$ cat config.mk
export PLATFORM = sky130hd
export DESIGN_NAME = acm_maint
export DESIGN_NICKNAME = d
export VERILOG_FILES = /design/src/rtl/acm_pkg.sv /design/src/rtl/acm_maint.sv
export SDC_FILE = /design/constraint.sdc
export NUM_CORES = 2
export LEC_CHECK = 0
export BUFFER_PORTS_ARGS = -buffer_cell sky130_fd_sc_hd__buf_2
export CORE_AREA = 5 5 241 361
export CTS_BUF_LIST = sky130_fd_sc_hd__clkbuf_4 sky130_fd_sc_hd__clkbuf_8
export DETAILED_ROUTE_END_ITERATION = 10
export DIE_AREA = 0 0 246 366
export PLACE_DENSITY = 0.74
export SYNTH_ARGS = -nofsm -noshare
export SYNTH_HDL_FRONTEND = slang
export SYNTH_SLANG_ARGS = --single-unit
$ cat constraint.sdc
create_clock -name SYS_CLK -period 8.17 [get_ports SYS_CLK]
set_clock_uncertainty 0.1 [all_clocks]
set_input_delay 0.4085 -clock SYS_CLK [delete_from_list [all_inputs] [get_ports SYS_CLK]]
set_output_delay 0.4085 -clock SYS_CLK [all_outputs]
set_load 0.03 [all_outputs]
$ cat src/rtl/acm_pkg.sv
// constants and types for the arp cam maintenance block
package acm_pkg;
    // ****************************************
    // synchronous port opcodes
    // ****************************************
    localparam logic [3:0] OP_LOAD = 4'h1;
    localparam logic [3:0] OP_INSERT = 4'h2;
    localparam logic [3:0] OP_DELETE = 4'h6;
    localparam logic [3:0] OP_AGE = 4'h7;
    // ****************************************
    // processor port addresses
    // ****************************************
    localparam logic [4:0] HA_LOAD = 5'h01;
    localparam logic [4:0] HA_INSERT = 5'h02;
    localparam logic [4:0] HA_DELETE = 5'h06;
    localparam logic [4:0] HA_AGE = 5'h07;
    localparam logic [4:0] HA_MATCH_FLAG = 5'h09;
    localparam logic [4:0] HA_INDEX = 5'h13;
    // ****************************************
    // register fields and reset values
    // ****************************************
    localparam int IDX_FIELD_W = 26;
    localparam int NOMATCH_BIT = 30;
    localparam int MF_BIT = 1;
    localparam logic [31:0] INDEX_REG_RST = 32'h4000_0000;
    localparam int AGE_W = 4;
    // ****************************************
    // types
    // ****************************************
    typedef enum logic [2:0] {ACM_NONE, ACM_LOAD, ACM_INSERT, ACM_DELETE, ACM_AGE} acm_kind_e;
    typedef enum logic [1:0] {ACM_H_IDLE, ACM_H_EXEC, ACM_H_ACK} acm_hstate_e;
    typedef struct packed {
        acm_kind_e kind;
        logic [31:0] data;
    } acm_cmd_s;
    typedef struct packed {
        logic [31:0] key;
        logic [31:0] eth_lo;
        logic second;
    } acm_load_s;
    typedef struct packed {
        logic valid;
        logic perm;
        logic queued;
        logic [AGE_W-1:0] stamp;
        logic [31:0] key;
        logic [47:0] eth;
    } acm_entry_s;
    typedef struct packed {
        logic sel_n;
        logic rw;
        logic [4:0] addr;
        logic [31:0] data;
    } acm_host_s;
endpackage

$ cat src/rtl/acm_maint.sv
// arp cam entry maintenance: delete, permanent insert and manual aging
// ****************************************
// Overview of operation
// [RULE_01] controller deletes by sending key, opcode 0110b, strobe low, one cycle
// [RULE_02] delete compares key with every location and invalidates the match
// [RULE_03] sync delete drives match flag low when key matched and was removed
// [RULE_04] sync delete hit puts index on data out, valid low one cycle
// [RULE_05] host deletes by writing key to address 00110b, select and rw low
// [RULE_06] host ready rises once comparison and deletion are finished
// [RULE_07] index register 10011b holds index in 25..0, bit 30 set on no-match
// [RULE_08] match flag register at 01001b also reports the delete outcome
// [RULE_09] sync insert: two loads opcode 0001b, then opcode 0010b with upper bits
// [RULE_10] final sync insert cycle uses input 15..0, ignores 31..16
// [RULE_11] host insert: two writes to 00001b, then one write to 00010b
// [RULE_12] final host insert write uses data 15..0, discards 31..16
// [RULE_13] age command purges or queues non-permanent entries matching age counter
// [RULE_14] age commands always accepted, with or without automatic aging
// [RULE_15] sync age is opcode 0111b with strobe low, data ignored
// [RULE_16] host age is a write to 00111b, ready rises once accepted
// [RULE_17] every host access has select low, rw low write, high read
// [RULE_18] insert fills next free slot or overwrites match, marks permanent
// [RULE_19] host waits for ready before reading results or starting again
// ****************************************
`timescale 1ns/10ps
module acm_maint import acm_pkg::*; #(
    parameter int DEPTH = 16
) (
    // clock and reset
    input wire logic SYS_CLK,
    input wire logic RST_B,
    // synchronous command port
    input wire logic INPUT_STROBE_N,
    input wire logic [3:0] OPCODE_BUS,
    input wire logic [31:0] SYNC_DIN,
    output logic MATCH_FLAG_N,
    output logic OUT_VALID_N,
    output logic [31:0] SYNC_DOUT,
    // processor port
    input wire logic HOST_SELECT_N,
    input wire logic HOST_RW,
    input wire logic [4:0] HOST_ADDR,
    input wire logic [31:0] HOST_DATA_IN,
    output logic [31:0] HOST_DATA_OUT,
    output logic HOST_DATA_OE,
    output logic HOST_ACK,
    // queue and capacity
    input wire logic AGED_QUEUE_EN,
    output logic AGED_QUEUE_NOT_EMPTY,
    output logic FULL_FLAG_N
);
    localparam int IDX_W = (DEPTH > 1) ? $clog2(DEPTH) : 1;
    // ****************************************
    // state
    // ****************************************
    acm_entry_s mem [DEPTH];
    acm_host_s h_meta, h_sync;
    acm_hstate_e hstate, next_hstate;
    acm_load_s sync_ld, host_ld;
    logic [4:0] pend_addr;
    logic [31:0] pend_data;
    logic [31:0] index_reg;
    logic match_result_flag;
    logic [31:0] rd_data;
    logic rd_cycle;
    logic [AGE_W-1:0] age_now;
    // ****************************************
    // host pins resynchronised
    // ****************************************
    // data is caught with select; the host must hold it stable while select is low
    always_ff @(posedge SYS_CLK) begin
        if (!RST_B) begin
            h_meta <= '{sel_n: 1'b1, rw: 1'b1, addr: 5'h00, data: 32'h0000_0000};
            h_sync <= '{sel_n: 1'b1, rw: 1'b1, addr: 5'h00, data: 32'h0000_0000};
        end else begin
            h_meta <= '{sel_n: HOST_SELECT_N, rw: HOST_RW, addr: HOST_ADDR, data: HOST_DATA_IN};
            h_sync <= h_meta;
        end
    end
    // ****************************************
    // command decode and arbitration
    // ****************************************
    function automatic acm_kind_e op_kind(input logic [3:0] op);
        case (op)
            // [RULE_09] sync load/insert codes
            OP_LOAD: op_kind = ACM_LOAD;
            OP_INSERT: op_kind = ACM_INSERT;
            // [RULE_01] sync delete code
            OP_DELETE: op_kind = ACM_DELETE;
            // [RULE_15] sync age code
            OP_AGE: op_kind = ACM_AGE;
            default: op_kind = ACM_NONE;
        endcase
    endfunction
    function automatic acm_kind_e addr_kind(input logic [4:0] a);
        case (a)
            // [RULE_11] host load/insert addresses
            HA_LOAD: addr_kind = ACM_LOAD;
            HA_INSERT: addr_kind = ACM_INSERT;
            // [RULE_05] host delete address
            HA_DELETE: addr_kind = ACM_DELETE;
            // [RULE_16] host age address
            HA_AGE: addr_kind = ACM_AGE;
            default: addr_kind = ACM_NONE;
        endcase
    endfunction
    // sync port wins a shared cycle; a pending host command simply waits
    wire logic sync_go = !INPUT_STROBE_N;
    wire logic host_go = (hstate == ACM_H_EXEC) && !sync_go;
    wire acm_cmd_s sync_cmd = '{kind: op_kind(OPCODE_BUS), data: SYNC_DIN};
    wire acm_cmd_s host_cmd = '{kind: addr_kind(pend_addr), data: pend_data};
    wire acm_cmd_s cmd = sync_go ? sync_cmd : (host_go ? host_cmd : acm_cmd_s'('0));
    wire acm_load_s act_ld = sync_go ? sync_ld : host_ld;
    wire logic [31:0] cmd_key = (cmd.kind == ACM_DELETE) ? cmd.data : act_ld.key;
    // [RULE_10] [RULE_12] upper half of the final word discarded
    wire logic [47:0] new_eth = {cmd.data[15:0], act_ld.eth_lo};
    // ****************************************
    // associative search
    // ****************************************
    logic hit, has_free, any_queued;
    logic [IDX_W-1:0] hit_idx, free_idx;
    always_comb begin
        hit = 1'b0;
        hit_idx = '0;
        has_free = 1'b0;
        free_idx = '0;
        any_queued = 1'b0;
        for (int i = 0; i < DEPTH; i++) begin
            // [RULE_02] key against every location
            if (mem[i].valid && (mem[i].key == cmd_key) && !hit) begin
                hit = 1'b1;
                hit_idx = IDX_W'(i);
            end
            if (!mem[i].valid && !has_free) begin
                has_free = 1'b1;
                free_idx = IDX_W'(i);
            end
            any_queued = any_queued || (mem[i].valid && mem[i].queued);
        end
    end
    wire logic [IDX_FIELD_W-1:0] hit_field = IDX_FIELD_W'(hit_idx);
    // ****************************************
    // entry array
    // ****************************************
    always_ff @(posedge SYS_CLK) begin
        if (!RST_B) begin
            for (int i = 0; i < DEPTH; i++) begin
                mem[i] <= '0;
            end
        end else begin
            for (int i = 0; i < DEPTH; i++) begin
                // [RULE_13] purge or queue aged entries
                if ((cmd.kind == ACM_AGE) && mem[i].valid && !mem[i].perm &&
                    (mem[i].stamp == age_now)) begin
                    if (AGED_QUEUE_EN) begin
                        mem[i].queued <= 1'b1;
                    end else begin
                        mem[i].valid <= 1'b0;
                    end
                end
            end
            // [RULE_02] invalidate matching location
            if ((cmd.kind == ACM_DELETE) && hit) begin
                mem[hit_idx].valid <= 1'b0;
            end
            // [RULE_18] overwrite match or fill free slot
            if ((cmd.kind == ACM_INSERT) && hit) begin
                mem[hit_idx].eth <= new_eth;
                mem[hit_idx].perm <= 1'b1;
                mem[hit_idx].queued <= 1'b0;
            end else if ((cmd.kind == ACM_INSERT) && has_free) begin
                mem[free_idx] <= '{valid: 1'b1, perm: 1'b1, queued: 1'b0, stamp: age_now,
                                   key: act_ld.key, eth: new_eth};
            end
        end
    end
    // ****************************************
    // load staging and age counter
    // ****************************************
    function automatic acm_load_s next_load(input acm_load_s ld, input acm_kind_e k,
                                            input logic [31:0] d);
        next_load = ld;
        // [RULE_09] first word key, second word low address bits
        if (k == ACM_LOAD) begin
            if (!ld.second) begin
                next_load.key = d;
            end else begin
                next_load.eth_lo = d;
            end
            next_load.second = !ld.second;
        end else if (k == ACM_INSERT) begin
            next_load.second = 1'b0;
        end
    endfunction
    always_ff @(posedge SYS_CLK) begin
        if (!RST_B) begin
            sync_ld <= '0;
            host_ld <= '0;
            age_now <= '0;
        end else begin
            if (sync_go) begin
                sync_ld <= next_load(sync_ld, cmd.kind, cmd.data);
            end
            // [RULE_11] host loads staged apart from sync loads
            if (host_go) begin
                host_ld <= next_load(host_ld, cmd.kind, cmd.data);
            end
            // [RULE_14] accepted regardless of auto-aging
            if (cmd.kind == ACM_AGE) begin
                age_now <= age_now + 1'b1;
            end
        end
    end
    // ****************************************
    // synchronous port results
    // ****************************************
    wire logic sync_del = sync_go && (cmd.kind == ACM_DELETE);
    always_ff @(posedge SYS_CLK) begin
        if (!RST_B) begin
            MATCH_FLAG_N <= 1'b1;
            OUT_VALID_N <= 1'b1;
            SYNC_DOUT <= 32'h0000_0000;
        end else begin
            // [RULE_04] one-cycle valid strobe with index
            OUT_VALID_N <= !(sync_del && hit);
            if (sync_del) begin
                // [RULE_03] low flag marks a removed match
                MATCH_FLAG_N <= !hit;
                if (hit) begin
                    SYNC_DOUT <= 32'(hit_idx);
                end
            end
        end
    end
    // ****************************************
    // processor port sequencer
    // ****************************************
    wire logic host_start = (hstate == ACM_H_IDLE) && !h_sync.sel_n;
    wire logic host_rd = host_start && h_sync.rw;
    wire logic [31:0] rd_mux = (h_sync.addr == HA_INDEX) ? index_reg :
                               (h_sync.addr == HA_MATCH_FLAG) ?
                               (32'(match_result_flag) << MF_BIT) : 32'h0000_0000;
    always_comb begin
        next_hstate = hstate;
        case (hstate)
            // [RULE_17] rw low writes, rw high reads
            ACM_H_IDLE: begin
                if (!h_sync.sel_n) begin
                    next_hstate = h_sync.rw ? ACM_H_ACK : ACM_H_EXEC;
                end
            end
            ACM_H_EXEC: begin
                if (host_go) begin
                    next_hstate = ACM_H_ACK;
                end
            end
            // [RULE_19] ready held until the host releases select
            ACM_H_ACK: begin
                if (h_sync.sel_n) begin
                    next_hstate = ACM_H_IDLE;
                end
            end
            default: next_hstate = ACM_H_IDLE;
        endcase
    end
    always_ff @(posedge SYS_CLK) begin
        if (!RST_B) begin
            hstate <= ACM_H_IDLE;
            pend_addr <= 5'h00;
            pend_data <= 32'h0000_0000;
            rd_data <= 32'h0000_0000;
            rd_cycle <= 1'b0;
            index_reg <= INDEX_REG_RST;
            match_result_flag <= 1'b0;
        end else begin
            hstate <= next_hstate;
            if (host_start) begin
                pend_addr <= h_sync.addr;
                pend_data <= h_sync.data;
                rd_cycle <= h_sync.rw;
            end
            rd_data <= host_rd ? rd_mux : rd_data;
            // [RULE_07] index in low field, bit 30 no-match
            if (host_go && (cmd.kind == ACM_DELETE)) begin
                index_reg <= (32'(!hit) << NOMATCH_BIT) | 32'(hit_field);
                // [RULE_08] flag register mirrors outcome
                match_result_flag <= hit;
            end
        end
    end
    // ****************************************
    // outputs
    // ****************************************
    // [RULE_06] ready only after the command has run
    assign HOST_ACK = (hstate == ACM_H_ACK);
    assign HOST_DATA_OE = HOST_ACK && rd_cycle;
    assign HOST_DATA_OUT = rd_data;
    assign AGED_QUEUE_NOT_EMPTY = any_queued;
    assign FULL_FLAG_N = has_free;
endmodule // acm_maint

==> impl_results.md <==
- Status: finished clean
- Slowest Stage Delay on Critical Path: around 0.82 ns
- CTS clk-pin slew, worst paths: approximately 0.07 ns
- RePlAce Congestion: around 1.0
- Cells after Synth: ~3800
- Gate power share: ~7.2%
- Number of enable flip-flop cells after synthesis: around 590
- Worst-path cell chain: mux2i_1 > a22o_4 > buf_4 > mux2i_4 > buf_4 > xnor2_1 > nand4_1 > nor4_1 > nand3_1 > nand3_1 > o21ai_2 > nand3_4 > buf_12 > nor3_1
- Clock tree root driver cell: clkbuf_8
- Fmax: 143 MHz
- Avg WL per Cell: about 29 um
- Avg Inst Size Synth: 10.9 um^2
- Non-Filler Instances: about 5000
- PwrDens: between 150 and 200 nW/um^2
- Slew headroom: between 10% and 20%
- Site row count: 130
- Slew Viols, Final: 0
- Hold/Removal Path Class: in -> reg
- Fin crit period: 7.00 ns
- IR drop worst, VDD: ~0.00017 V
- Total congestion overflow: 0
- Largest registers: mem: 624 flops, h_meta: 39 flops, h_sync: 39 flops
- Placeable Area: ~83000 um^2
- Ys async rst share: 0%
- Max reg flops: ~620
- Switch share: around a quarter
- PortBufs: 93
- Area Growth Syn to Fin: 12.0%
- Setup TNS: 0 ns
- Initial DRC count: about 3800
- Routed WL: about 150000 um
- Reg power frac: a little over half
- Warnings from Yosys: 0
- First-pass GRT wire length: about 210000 um
- Nets: between 4000 and 5000
- Clk pwr share: roughly two fifths
- Startpoint types: flip-flop
- Main synth FF type: edfxtp_1
- Area of the multi-input gates: 17700 um^2
- Unrepaired setup endpoints after global routing: false
- Initial antenna violation count: 1
- Largest net degree at the start of global routing: about 130
- Worst reg2reg path startpoint: pend_addr[0]$_SDFFE_PN0P_
- Synth cell types: about 100
- CP max-delay cell: a22o_4
- Worst setup path start: pend_addr[0]$_SDFFE_PN0P_
- Worst-case clock buffer depth: 3
- WS Path Type: reg -> reg
- Reg area: ~23000 um^2
- Detailed placement HPWL: ~100000 um
- DR pass1 iterations: 8
- CP Data Required Time: about 8.6 ns
- Antenna Nets Post-Route: 0
- Worst EP arrival: ~7.4 ns
- Worst-margin pin slew: 1.26 ns
- Via density: 6.24
- Fill count: roughly 7000
- Cts bufs inserted: about 120
- Leakage: roughly 15 nW
- Die height: about 370 um
- Hold Startpoint: SYNC_DIN[30]
- Worst slack, placed: about 1.1 ns
- Die width: approximately 250 um
- H-tree depth: 3
- CP Capture Type: flip-flop
- Placed Instances: approximately 5000
- Num Clock Sinks: around 830
- Net switching power: 2.13 mW
- Die area: between 90000 and 100000 um^2
- Post-synthesis cell area: roughly 41000 um^2
- Crit-path max FO: around 130
- CTS tree: yes
- Initial Util: 49.7%
- Register area share after synthesis: ~54%
- DRC viols: 0
- Final Cycle Share: 85.7%
- Total number of vias: about 32000
- Share of layout cells above drive strength 1: between 15 and 20%
- P_int: ~6.6 mW
- Total track usage: about a third
- Io pins: roughly 150
- Final Hold Vio Count: 0
- Top reg by flops: mem
- Setup Buffers After CTS: 0
- Max-Cap Viols: 0
- Worst-Skew Late Latency: 0.82 ns
- Register bit total from synthesis: roughly 830
- Number of global-route vias before repair: roughly 32000
- Final setup viols: 0
- Setup WS post-layout: about 1.2 ns
[kinds of logic after synthesis]
| kind of cell | synth area share (%) |
|---|---|
| xor gates and xnor gates | 10.9 |
| AOI/OAI and AO/OA | 7.68 |
| other | 0.00906 |
| buffers and inverters | 4.87 |
| DFF | 54.4 |
| muxes | 2.69 |
| and+or+nand+nor | 19.4 |
| adders and majority gates | 0.0302 |
[what timing repair did]
action / 4_1_cts / 5_1_grt
resized for setup: 0 / 0
setup endpoints to repair: 0 / 0
hold buffers: 48 / 0
endpoints found under the hold margin: 55 / 0
[metal layers]
metal / share of wire (%) / global-route usage [%]
met2: 47 / 52.6
met1: 33 / 36.8
met5: 0 / 0
met3: 9.6 / 5.76
met4: 10 / 25.3
[synth_stat cells (all sizes together), types with 14 or more instances]
| cell | number | area [um^2] |
|---|---|---|
| a22oi | 22 | 175 |
| inv | 41 | 154 |
| nor2 | 609 | 2290 |
| xor2 | 41 | 359 |
| a31oi | 15 | 106 |
| clkbuf | 125 | 469 |
| o22ai | 19 | 119 |
| nand2 | 200 | 751 |
| a221oi | 14 | 123 |
| buf | 201 | 1370 |
| and3 | 14 | 87.6 |
| a21oi | 76 | 384 |
| mux2i | 66 | 863 |
| and2 | 86 | 538 |
| o21ai | 64 | 343 |
| dfxtp | 237 | 4740 |
| edfxtp | 592 | 17800 |
| nor3 | 177 | 1240 |
| nand3 | 81 | 418 |
| nand4 | 213 | 1340 |
| or4 | 22 | 165 |
| a2bb2oi | 28 | 245 |
| nor2b | 17 | 114 |
| a211oi | 75 | 563 |
| xnor2 | 473 | 4140 |
| mux2 | 19 | 225 |
| nand2b | 30 | 188 |
| nor4 | 56 | 372 |
[per-stage QoR]
step           util, %  cell area, um^2  hold WS [ns]  total power [mW]
2_1_floorplan        -            41600         0.286              5.16
3_3_place_gp      52.2            43500         0.294              5.37
3_5_place_dp      52.2            43500         0.303              5.38
4_1_cts           55.7            46300      0.000585              8.71
5_1_grt           55.7            46300        0.0433              8.95
6_report          55.7            46300        0.0709              8.70
[power by group through the flow]
| stage | logic (mW) | registers, mW | clock network [mW] |
|---|---|---|---|
| after global placement | 0.593 | 4.78 | 0 |
| after CTS | 0.616 | 4.69 | 3.40 |
| final | 0.629 | 4.70 | 3.38 |
| after floorplan | 0.399 | 4.76 | 0 |
| after detailed placement | 0.595 | 4.78 | 0 |
| after global routing | 0.657 | 4.70 | 3.59 |
[critical path, delay by kind of cell (launching register included)]
family / cells / cell delay [ns]
AND/OR/NAND/NOR: 6 / 2.20
buffers and inverters: 3 / 1.24
AO/OA/AOI/OAI: 2 / 1.06
multiplexers: 2 / 1.00
flip-flops: 1 / 0.41
XOR/XNOR: 1 / 0.23
[worst paths after layout]
check,end,slack [ns],cells past startpoint
setup / recovery,mem[1][53]$_DFFE_PP_,1.17,14
hold reg to reg,h_sync[38]$_SDFF_PN1_,0.31,1
hold / removal,sync_ld[63]$_SDFFE_PN0P_,0.07,3
setup reg to reg,mem[1][53]$_DFFE_PP_,1.17,14
[cell usage in the layout, fill, tap and decap left out, drive strengths merged, types with 9 or more instances in the layout]
cell type,instances
a221oi,14
nor4b,11
xnor2,473
o21a,11
o21bai,11
clkbuf,166
mux2,19
edfxtp,592
nand4b,9
dlygate4sd3,48
buf,232
a22oi,22
o21ai,64
a211oi,75
inv,46
xor2,41
mux2i,66
o22ai,19
dfxtp,237
nor4,56
or4,22
nand2,200
nor3,177
conb,55
o221ai,9
a2bb2oi,28
a31oi,15
nand2b,30
nor2,609
and3,14
clkinv,39
a21oi,76
and2,86
nand4,213
nand3,81
a22o,11
nor2b,17
[cell type report]
| cell class | count | area share (%) |
|---|---|---|
| clock inverter | 44 | 0.683 |
| timing repair buffer | 280 | 4.72 |
| tap | 1122 | 3.03 |
| multi-input combinational | 2657 | 38.1 |
| clock buffer | 166 | 4.50 |
| antenna | 1 | 0.00540 |
| inverter | 46 | 0.378 |
| sequential | 829 | 48.6 |
Power figures use the tool's default switching activity.
